[config.mk]
export PLATFORM = sky130hd
export DESIGN_NAME = fmc_config_regs
export DESIGN_NICKNAME = d
export VERILOG_FILES = /design/src/rtl/fmc_pkg.sv /design/src/rtl/fmc_config_regs.sv /design/src/rtl/fmc_fan_drive.sv /design/src/rtl/fmc_ready_timer.sv
export SDC_FILE = /design/constraint.sdc
export NUM_CORES = 1
export LEC_CHECK = 0
export BUFFER_PORTS_ARGS = -buffer_cell sky130_fd_sc_hd__buf_2
export CAP_MARGIN = 20
export CORE_UTILIZATION = 35
export CTS_BUF_LIST = sky130_fd_sc_hd__clkbuf_4 sky130_fd_sc_hd__clkbuf_8 sky130_fd_sc_hd__clkbuf_16
export CTS_CLUSTER_SIZE = 25
export DETAILED_ROUTE_END_ITERATION = 8
export PLACE_DENSITY = 0.55
export RECOVER_POWER = 25
export SLEW_MARGIN = 20
export SYNTH_ARGS = -nofsm -noshare
export SYNTH_HDL_FRONTEND = slang
export SYNTH_SLANG_ARGS = --single-unit
[constraint.sdc]
create_clock -name core_clk -period 3.34 [get_ports core_clk]
set_clock_uncertainty 0.05 [all_clocks]
set_input_delay 0.334 -clock core_clk [delete_from_list [all_inputs] [get_ports core_clk]]
set_output_delay 0.334 -clock core_clk [all_outputs]
set_load 0.05 [all_outputs]
[src/rtl/fmc_pkg.sv]
// Shared constants for the fan monitor configuration register bank.
package fmc_pkg;

    // APB geometry.
    localparam int unsigned ADDR_W = 12;
    localparam int unsigned DATA_W = 32;
    localparam int unsigned REG_W  = 8;
    localparam int unsigned NUM_FANS = 3;

    // Register indices; the byte address is four times the index.
    localparam logic [7:0] IDX_DUTY1  = 8'h38;
    localparam logic [7:0] IDX_DUTY2  = 8'h39;
    localparam logic [7:0] IDX_DUTY3  = 8'h3a;
    localparam logic [7:0] IDX_CONFIG = 8'h40;

    // Main configuration field positions.
    localparam int unsigned CFG_RUN_BIT     = 0;
    localparam int unsigned CFG_LOCK_BIT    = 1;
    localparam int unsigned CFG_READY_BIT   = 2;
    localparam int unsigned CFG_MAX_BIT     = 3;
    localparam int unsigned CFG_POWER_BIT   = 4;
    localparam int unsigned CFG_SPINUP_BIT  = 5;
    localparam int unsigned CFG_TIMEOUT_BIT = 6;
    localparam int unsigned CFG_SUPPLY_BIT  = 7;

    // Reset values and access masks.
    localparam logic [7:0] DUTY_CEIL_RST     = 8'hff;
    localparam logic [7:0] CFG_RST           = 8'h01;
    localparam logic [7:0] CFG_WRITABLE_MASK = 8'hfb;
    localparam logic [7:0] CFG_LOCKABLE_MASK = 8'hd3;

    // Timing: internal power-up settling before the ready flag rises.
    localparam int unsigned CLK_PERIOD_NS = 40;
    localparam int unsigned READY_TIME_NS = 100000;
    localparam int unsigned READY_CYCLES  =
        (READY_TIME_NS + CLK_PERIOD_NS - 1) / CLK_PERIOD_NS;
    localparam int unsigned READY_CNT_W   = 12;

    // Speed pulses that end a spin-up early.
    localparam logic [1:0] SPINUP_PULSES = 2'h2;

    // Register index carried by a byte address.
    function automatic logic [7:0] fmc_word_index(input logic [ADDR_W-1:0] addr);
        return addr[9:2];
    endfunction

endpackage

[src/rtl/fmc_config_regs.sv]
// Configuration register bank of the fan monitor, reached over APB.
//
// Contract
// - Three read/write duty ceilings, reset to full scale, bound each fan output.
// - Duty ceilings ignore writes once the lock bit is set.
// - Main configuration resets to 0x01, start bit only.
// - Start bit 1 uses programmed limits; 0 uses built-in default limits.
// - Clearing the start bit keeps programmed limits stored for later use.
// - Start bit becomes read-only after the lock bit is written.
// - Lock bit is write-once; lockable registers stay read-only until power-up.
// - Ready bit is read-only and set by the device when settled.
// - Full-speed bit drives all fans full; resets 0; never locked.
// - Power report flag is a lockable read/write bit with no hardware effect.
// - Spin-up option bit holds outputs high for the whole spin-up timeout.
// - Timeout disable bit turns off the bus timeout; it is lockable.
// - Supply scale bit selects 5 V when 1, 3.3 V when 0; lockable.
//
// Register access over APB was chosen for this implementation.
`timescale 1ns/1ns
module fmc_config_regs
    import fmc_pkg::*;
(
    // Clock and reset.
    input  wire logic              core_clk,
    input  wire logic              rst_b,
    // APB slave.
    input  wire logic              psel,
    input  wire logic              penable,
    input  wire logic              pwrite,
    input  wire logic [ADDR_W-1:0] paddr,
    input  wire logic [DATA_W-1:0] pwdata,
    input  wire logic [3:0]        pstrb,
    output logic                   pready,
    output logic [DATA_W-1:0]      prdata,
    output logic                   pslverr,
    // Duty requests from the control loop.
    input  wire logic [REG_W-1:0]  dutyRequest1,
    input  wire logic [REG_W-1:0]  dutyRequest2,
    input  wire logic [REG_W-1:0]  dutyRequest3,
    // Spin-up sequencing from the fan timer.
    input  wire logic              spinupStart,
    input  wire logic              spinupTimeoutDone,
    // Fan speed pulse pins.
    input  wire logic              fanSpeedPulse1,
    input  wire logic              fanSpeedPulse2,
    input  wire logic              fanSpeedPulse3,
    // Fan drive duties.
    output logic [REG_W-1:0]       fanDriveOut1,
    output logic [REG_W-1:0]       fanDriveOut2,
    output logic [REG_W-1:0]       fanDriveOut3,
    // Configuration to the monitor core.
    output logic                   monitorRun,
    output logic                   lockActive,
    output logic                   deviceReady,
    output logic                   powerReportFlag,
    output logic                   busTimeoutOff,
    output logic                   supplyScale5v
);

    logic [REG_W-1:0] dutyCeil_reg [NUM_FANS];
    logic [REG_W-1:0] effCeil      [NUM_FANS];
    logic [REG_W-1:0] dutyReq      [NUM_FANS];
    logic [REG_W-1:0] fanDrive     [NUM_FANS];
    logic [NUM_FANS-1:0] fanPulse;

    logic [REG_W-1:0] cfg_reg;
    logic [REG_W-1:0] cfg_next;
    logic [REG_W-1:0] cfgWriteMask;
    logic [REG_W-1:0] cfgView;

    logic [7:0]  wordIdx;
    logic        setupPhase;
    logic        wrAccess;
    logic        wrByte0;
    logic        hitDuty [NUM_FANS];
    logic        hitCfg;
    logic        hitAny;
    logic        readySeen;
    logic        firstCycle_reg;

    // Decode.

    assign wordIdx    = fmc_word_index(paddr);
    assign setupPhase = psel && !penable;
    assign wrAccess   = psel && penable && pwrite;
    assign wrByte0    = wrAccess && pstrb[0];

    assign hitDuty[0] = (wordIdx == IDX_DUTY1);
    assign hitDuty[1] = (wordIdx == IDX_DUTY2);
    assign hitDuty[2] = (wordIdx == IDX_DUTY3);
    assign hitCfg     = (wordIdx == IDX_CONFIG);
    assign hitAny     = hitDuty[0] || hitDuty[1] || hitDuty[2] || hitCfg;

    // Zero wait states: read data is captured during setup and stands in access.
    assign pready = 1'b1;

    // Duty ceiling registers.

    generate
        for (genvar i = 0; i < NUM_FANS; i++) begin : g_ceil
            always_ff @(posedge core_clk or negedge rst_b) begin
                if (!rst_b) begin
                    dutyCeil_reg[i] <= DUTY_CEIL_RST;
                end else if (wrByte0 && hitDuty[i] && !lockActive) begin
                    dutyCeil_reg[i] <= pwdata[REG_W-1:0];
                end
            end

            // The stored value is never touched by the start bit, only bypassed.
            assign effCeil[i] = monitorRun ? dutyCeil_reg[i] : DUTY_CEIL_RST;
        end
    endgenerate

    // Main configuration register.

    always_comb begin
        cfgWriteMask = CFG_WRITABLE_MASK;
        if (lockActive) begin
            cfgWriteMask = CFG_WRITABLE_MASK & ~CFG_LOCKABLE_MASK;
        end
        cfg_next = (cfg_reg & ~cfgWriteMask) | (pwdata[REG_W-1:0] & cfgWriteMask);
        // The lock can only be set; a written zero never releases it.
        cfg_next[CFG_LOCK_BIT] = cfg_reg[CFG_LOCK_BIT] | pwdata[CFG_LOCK_BIT];
        cfg_next[CFG_READY_BIT] = 1'b0;
    end

    always_ff @(posedge core_clk or negedge rst_b) begin
        if (!rst_b) begin
            cfg_reg <= CFG_RST;
        end else if (wrByte0 && hitCfg) begin
            cfg_reg <= cfg_next;
        end
    end

    assign monitorRun         = cfg_reg[CFG_RUN_BIT];
    assign lockActive         = cfg_reg[CFG_LOCK_BIT];
    assign powerReportFlag    = cfg_reg[CFG_POWER_BIT];
    assign busTimeoutOff      = cfg_reg[CFG_TIMEOUT_BIT];
    assign supplyScale5v      = cfg_reg[CFG_SUPPLY_BIT];

    // Readback merges the device-owned ready flag into bit 2.
    always_comb begin
        cfgView = cfg_reg;
        cfgView[CFG_READY_BIT] = deviceReady;
    end

    // Power-up settling.

    fmc_ready_timer u_ready (
        .core_clk  (core_clk),
        .rst_b     (rst_b),
        .readyFlag (deviceReady)
    );

    // APB read data and error, registered in the setup phase.

    always_ff @(posedge core_clk or negedge rst_b) begin
        if (!rst_b) begin
            prdata <= '0;
        end else if (setupPhase) begin
            prdata <= '0;
            if (!pwrite) begin
                if (hitCfg) begin
                    prdata[REG_W-1:0] <= cfgView;
                end else if (hitDuty[0]) begin
                    prdata[REG_W-1:0] <= dutyCeil_reg[0];
                end else if (hitDuty[1]) begin
                    prdata[REG_W-1:0] <= dutyCeil_reg[1];
                end else if (hitDuty[2]) begin
                    prdata[REG_W-1:0] <= dutyCeil_reg[2];
                end
            end
        end
    end

    // Locked writes are dropped silently; only a hole in the map errors.
    always_ff @(posedge core_clk or negedge rst_b) begin
        if (!rst_b) begin
            pslverr <= 1'b0;
        end else if (setupPhase) begin
            pslverr <= !hitAny;
        end
    end

    // Fan outputs.

    assign dutyReq[0] = dutyRequest1;
    assign dutyReq[1] = dutyRequest2;
    assign dutyReq[2] = dutyRequest3;
    assign fanPulse   = {fanSpeedPulse3, fanSpeedPulse2, fanSpeedPulse1};

    generate
        for (genvar f = 0; f < NUM_FANS; f++) begin : g_fan
            fmc_fan_drive u_drive (
                .core_clk           (core_clk),
                .rst_b              (rst_b),
                .dutyRequest        (dutyReq[f]),
                .dutyCeiling        (effCeil[f]),
                .allFansMax         (cfg_reg[CFG_MAX_BIT]),
                .spinupEarlyExitOff (cfg_reg[CFG_SPINUP_BIT]),
                .spinupStart        (spinupStart),
                .spinupTimeoutDone  (spinupTimeoutDone),
                .fanSpeedPulse      (fanPulse[f]),
                .fanDrive           (fanDrive[f])
            );
        end
    endgenerate

    assign fanDriveOut1 = fanDrive[0];
    assign fanDriveOut2 = fanDrive[1];
    assign fanDriveOut3 = fanDrive[2];

    // Checks.

    always_ff @(posedge core_clk or negedge rst_b) begin
        if (!rst_b) begin
            firstCycle_reg <= 1'b1;
        end else begin
            firstCycle_reg <= 1'b0;
        end
    end

    assign readySeen = cfgView[CFG_READY_BIT];

    // Ceilings move only on an open, strobed write to their own word.
    generate
        for (genvar k = 0; k < NUM_FANS; k++) begin : g_ceil_chk

        end
    endgenerate
endmodule // fmc_config_regs

[src/rtl/fmc_fan_drive.sv]
// One fan output: duty ceiling, full-speed override and spin-up handling.
`timescale 1ns/1ns
module fmc_fan_drive
    import fmc_pkg::*;
(
    // Clock and reset.
    input  wire logic             core_clk,
    input  wire logic             rst_b,
    // Control from the register bank.
    input  wire logic [REG_W-1:0] dutyRequest,
    input  wire logic [REG_W-1:0] dutyCeiling,
    input  wire logic             allFansMax,
    input  wire logic             spinupEarlyExitOff,
    input  wire logic             spinupStart,
    input  wire logic             spinupTimeoutDone,
    // Speed pulse pin.
    input  wire logic             fanSpeedPulse,
    // Drive duty.
    output logic [REG_W-1:0]      fanDrive
);

    logic       pulseMeta_reg;
    logic       pulseSync_reg;
    logic       pulseLast_reg;
    logic       spinning_reg;
    logic [1:0] pulseCnt_reg;
    logic       pulseRise;

    always_ff @(posedge core_clk or negedge rst_b) begin
        if (!rst_b) begin
            pulseMeta_reg <= 1'b0;
            pulseSync_reg <= 1'b0;
            pulseLast_reg <= 1'b0;
        end else begin
            pulseMeta_reg <= fanSpeedPulse;
            pulseSync_reg <= pulseMeta_reg;
            pulseLast_reg <= pulseSync_reg;
        end
    end

    assign pulseRise = pulseSync_reg && !pulseLast_reg;

    // Early exit after two pulses is suppressed when the option is set.
    always_ff @(posedge core_clk or negedge rst_b) begin
        if (!rst_b) begin
            spinning_reg <= 1'b0;
            pulseCnt_reg <= 2'h0;
        end else if (spinupStart) begin
            spinning_reg <= 1'b1;
            pulseCnt_reg <= 2'h0;
        end else if (spinning_reg) begin
            if (spinupTimeoutDone
                || (!spinupEarlyExitOff && pulseCnt_reg == SPINUP_PULSES)) begin
                spinning_reg <= 1'b0;
            end else if (pulseRise && pulseCnt_reg != SPINUP_PULSES) begin
                pulseCnt_reg <= pulseCnt_reg + 1'b1;
            end
        end
    end

    always_ff @(posedge core_clk or negedge rst_b) begin
        if (!rst_b) begin
            fanDrive <= DUTY_CEIL_RST;
        end else if (allFansMax || spinning_reg) begin
            fanDrive <= DUTY_CEIL_RST;
        end else begin
            fanDrive <= (dutyRequest > dutyCeiling) ? dutyCeiling : dutyRequest;
        end
    end
endmodule // fmc_fan_drive

[src/rtl/fmc_ready_timer.sv]
// Power-up settling counter that raises the device ready flag.
`timescale 1ns/1ns
module fmc_ready_timer
    import fmc_pkg::*;
(
    // Clock and reset.
    input  wire logic core_clk,
    input  wire logic rst_b,
    // Status.
    output logic      readyFlag
);

    logic [READY_CNT_W-1:0] settleCnt_reg;

    // The count saturates, so the flag can only ever rise once per power-up.
    always_ff @(posedge core_clk or negedge rst_b) begin
        if (!rst_b) begin
            settleCnt_reg <= '0;
        end else if (settleCnt_reg != READY_CNT_W'(READY_CYCLES)) begin
            settleCnt_reg <= settleCnt_reg + 1'b1;
        end
    end

    always_ff @(posedge core_clk or negedge rst_b) begin
        if (!rst_b) begin
            readyFlag <= 1'b0;
        end else if (settleCnt_reg == READY_CNT_W'(READY_CYCLES)) begin
            readyFlag <= 1'b1;
        end
    end
endmodule // fmc_ready_timer
==> results.tsv <==
stage	metric	value	unit
sta	maxSlewHeadroom	-16.9	%
cells_and_area	drive_above_1_share	31.6	%
sta	finalHoldViolations	0	
global_route	antenna_found_initial	0	
placement	post-place-ws	588	ps
sta	setup-tns-final	0	ps
cells_and_area	finish.utilization	41.7	%
power	switching_share	27.4	%
clock_network	holdBufCountCts	0	
clock_network	cts_buffer_depth	2	
routing	first_pass_iters	4	
clock_network	post-cts-setup-buffers	0	
routing	wl	13.6	mm
cells_and_area	nNetsFinal	767	
run	cap_violations	1	
global_route	grt.total_usage	16.8	%
worst_setup_path	critical_path_required	3540	ps
clock_network	clk_pin_slew_worst_paths	70	ps
yosys	netlist_top_cells_area	dfstp_2, dfrtp_1, mux2_2	
sta	worst_pin_slew	1750	ps
power	finalPower	2.63	mW
yosys	syn_area_per_cell	10.1	um2
power	p_leak	3.00	nW
yosys	yosys_most_used_dff	dfstp_2	
worst_setup_path	crit_path_top_delay_cell	dfstp_2	
placement	gp_congestion	0.836	
worst_setup_path	end_kind	flop	
worst_setup_path	critPathLaunchType	flop	
worst_setup_path	max_stage_delay	590	ps
sta	rsz0062_at_grt	false	
power	p_comb_share	13.3	%
power	internal_power	1.91	mW
status	status	complete, but fails checks	
placement	dp_hpwl	10.3	mm
floorplan	core	15900	um2
yosys	synth-seq-cells	95	
global_route	grt_pass1_vias	4312	
routing	avgViaCountPerCell	5.05	
sta	period_share	83.0	%
routing	num_vias	4438	
yosys	netlist_area	5710	um2
sta	drv_slew	74	
yosys	netlist.area_leader.share	22.5	%
routing	ant_nets	0	
yosys	synthCells	566	
power	power_density	397	nW/um2
sta	finalWorstSetupSlack	568	ps
power	pwr-share-clk	40.6	%
sta	setup_viol	0	
routing	wire_per_inst	15.5	um
yosys	yosysSeqAreaShare	42.7	%
worst_setup_path	arrival	2970	ps
yosys	synth_area_leader_cell	dfstp_2	
floorplan	ios	146	
floorplan	die_x	130	um
clock_network	root_buffer	clkbuf_16	
cells_and_area	filler_cell_count	1565	
cells_and_area	area_growth	15.9	%
power	sequentialPowerShare	46.0	%
global_route	grt_pass1_wl	21.8	mm
routing	drc	0	
power	switching_power	0.719	mW
floorplan	die_y	130	um
worst_hold_path	min_path_type	input pin to flop	
routing	drt_iter0_markers	373	
status	violations	max-capacitance violations, max-slew violations	
placement	numPortBuffers	89	
clock_network	ctsResizeCount	0	
clock_network	cts-buffers-inserted	9	
floorplan	initial_core_util	36.0	%
placement	place_area	6310	um2
yosys	synth.distinct_cells	48	
clock_network	cts_tree	built	
clock_network	clock_latency	350	ps
worst_setup_path	crit_type	flop to flop	
global_route	grt-ovfl-total	0	
power	ir_worst_vdd	0.000232	V
yosys	synth-edff-count	0	
yosys	ys_top_cells_by_count	nor2_1, dfstp_2, dfrtp_1, o21ai_0, mux2_2	
global_route	grt_max_degree	74	
worst_setup_path	path_cells	buf_4, nand2b_1, inv_1, ha_1, and4_1, a21boi_1, o32ai_1, o21ai_0	
sta	max_clock_freq	361	MHz
yosys	async_flop_share	100	%
clock_network	cts_max_level	3	
yosys	yosysMostFrequentCell	nor2_1	
worst_setup_path	critPathMaxFanout	19	
yosys	synth_warnings	0	
cells_and_area	design_area	6620	um2
sta	period_minus_slack	2770	ps
floorplan	placementRows	46	
floorplan	dieArea	16800	um2
clock_network	clock_sinks	95	
==> routing by layer <==
layer | part of all wire [%] | GRT usage (%) | routed length, um | up-vias
met2 | 50 | 28.0 | 6750 | 110
met4 | 1.4 | 6.43 | 194 | 0
met5 | 0 | 0 | 0 | -
li1 | - | - | - | 2173
met1 | 45 | 21.9 | 6070 | 2141
met3 | 4.5 | 2.87 | 617 | 14
==> layout by cell type, fill, tap and decap left out, drive strengths merged, types with 25 or more instances in the layout <==
cell type  instances
buf               96
conb              25
dfrtp             46
dfstp             49
ha                29
inv               33
mux2              34
nand2             32
nor2              51
o21a              26
o21ai             47
==> worst max-delay path: cells and delay by family, from the launching register on <==
kind	cells	cell delay [ps]
flip-flops	1	590
AO/OA/AOI/OAI	3	990
buffers and inverters	2	320
adder cells (fa/ha/maj)	1	150
AND/OR/NAND/NOR	2	560
==> final timing paths <==
kind	to	slack [ps]	start	cells after the start
hold / removal	g_fan[2].u_drive.pulseMeta_reg$_DFF_PN0_	40	fanSpeedPulse3	1
max in group asynchronous	g_fan[1].u_drive.fanDrive[3]$_DFF_PN1_	1590	rst_b	2
hold reg to reg	g_fan[2].u_drive.pulseSync_reg$_DFF_PN0_	300	g_fan[2].u_drive.pulseMeta_reg$_DFF_PN0_	0
setup reg to reg	g_fan[2].u_drive.fanDrive[5]$_DFF_PN1_	570	flop	8
setup / recovery	g_fan[2].u_drive.fanDrive[5]$_DFF_PN1_	570	flop	8
min in group asynchronous	g_fan[0].u_drive.pulseCnt_reg[1]$_DFFE_PN0P_	400	rst_b	1
==> cell families (layout without fill, tap and decap cells) <==
| kind of cell | count (synthesis) | after routing | synth area share [%] |
|---|---|---|---|
| muxes | 49 | 49 | 9.33 |
| and+or+nand+nor | 157 | 157 | 15.5 |
| other | 2 | 26 | 0.131 |
| DFF | 95 | 95 | 42.7 |
| AOI/OAI and AO/OA | 150 | 150 | 17.5 |
| buffers and inverters | 72 | 144 | 6.68 |
| xor gates and xnor gates | 12 | 12 | 1.84 |
| adders and majority gates | 29 | 29 | 6.35 |
==> area by class of cell <==
cell class / count / area (um2) / area share [%]
multi-input cells: 422 / 2980 / 45.0
flip-flops and latches: 95 / 2440 / 36.9
repair buffers: 97 / 505 / 7.64
well taps: 216 / 270 / 4.08
clock buffers: 12 / 254 / 3.84
inverters: 31 / 116 / 1.76
clock inverters: 4 / 52.6 / 0.794
diodes: 1 / 2.50 / 0.0378
==> power by group through the flow <==
stage / Sequential (mW) / Clock, mW / Combinational (mW)
finish: 1.21 / 1.07 / 0.350
global route: 1.21 / 1.14 / 0.382
CTS: 1.21 / 1.10 / 0.353
detailed placement: 1.23 / 0 / 0.352
global placement: 1.23 / 0 / 0.346
floorplan: 1.30 / 0 / 0.187
==> through the flow <==
stage / hold WS, ps / std cells
final: 44.8 / 878
after global routing: 37.0 / 877
after CTS: 28.4 / 877
after detailed placement: 285 / 861
after global placement: 284 / 861
after floorplan: -11.6 / 589
(Power assumes the default switching activity.)
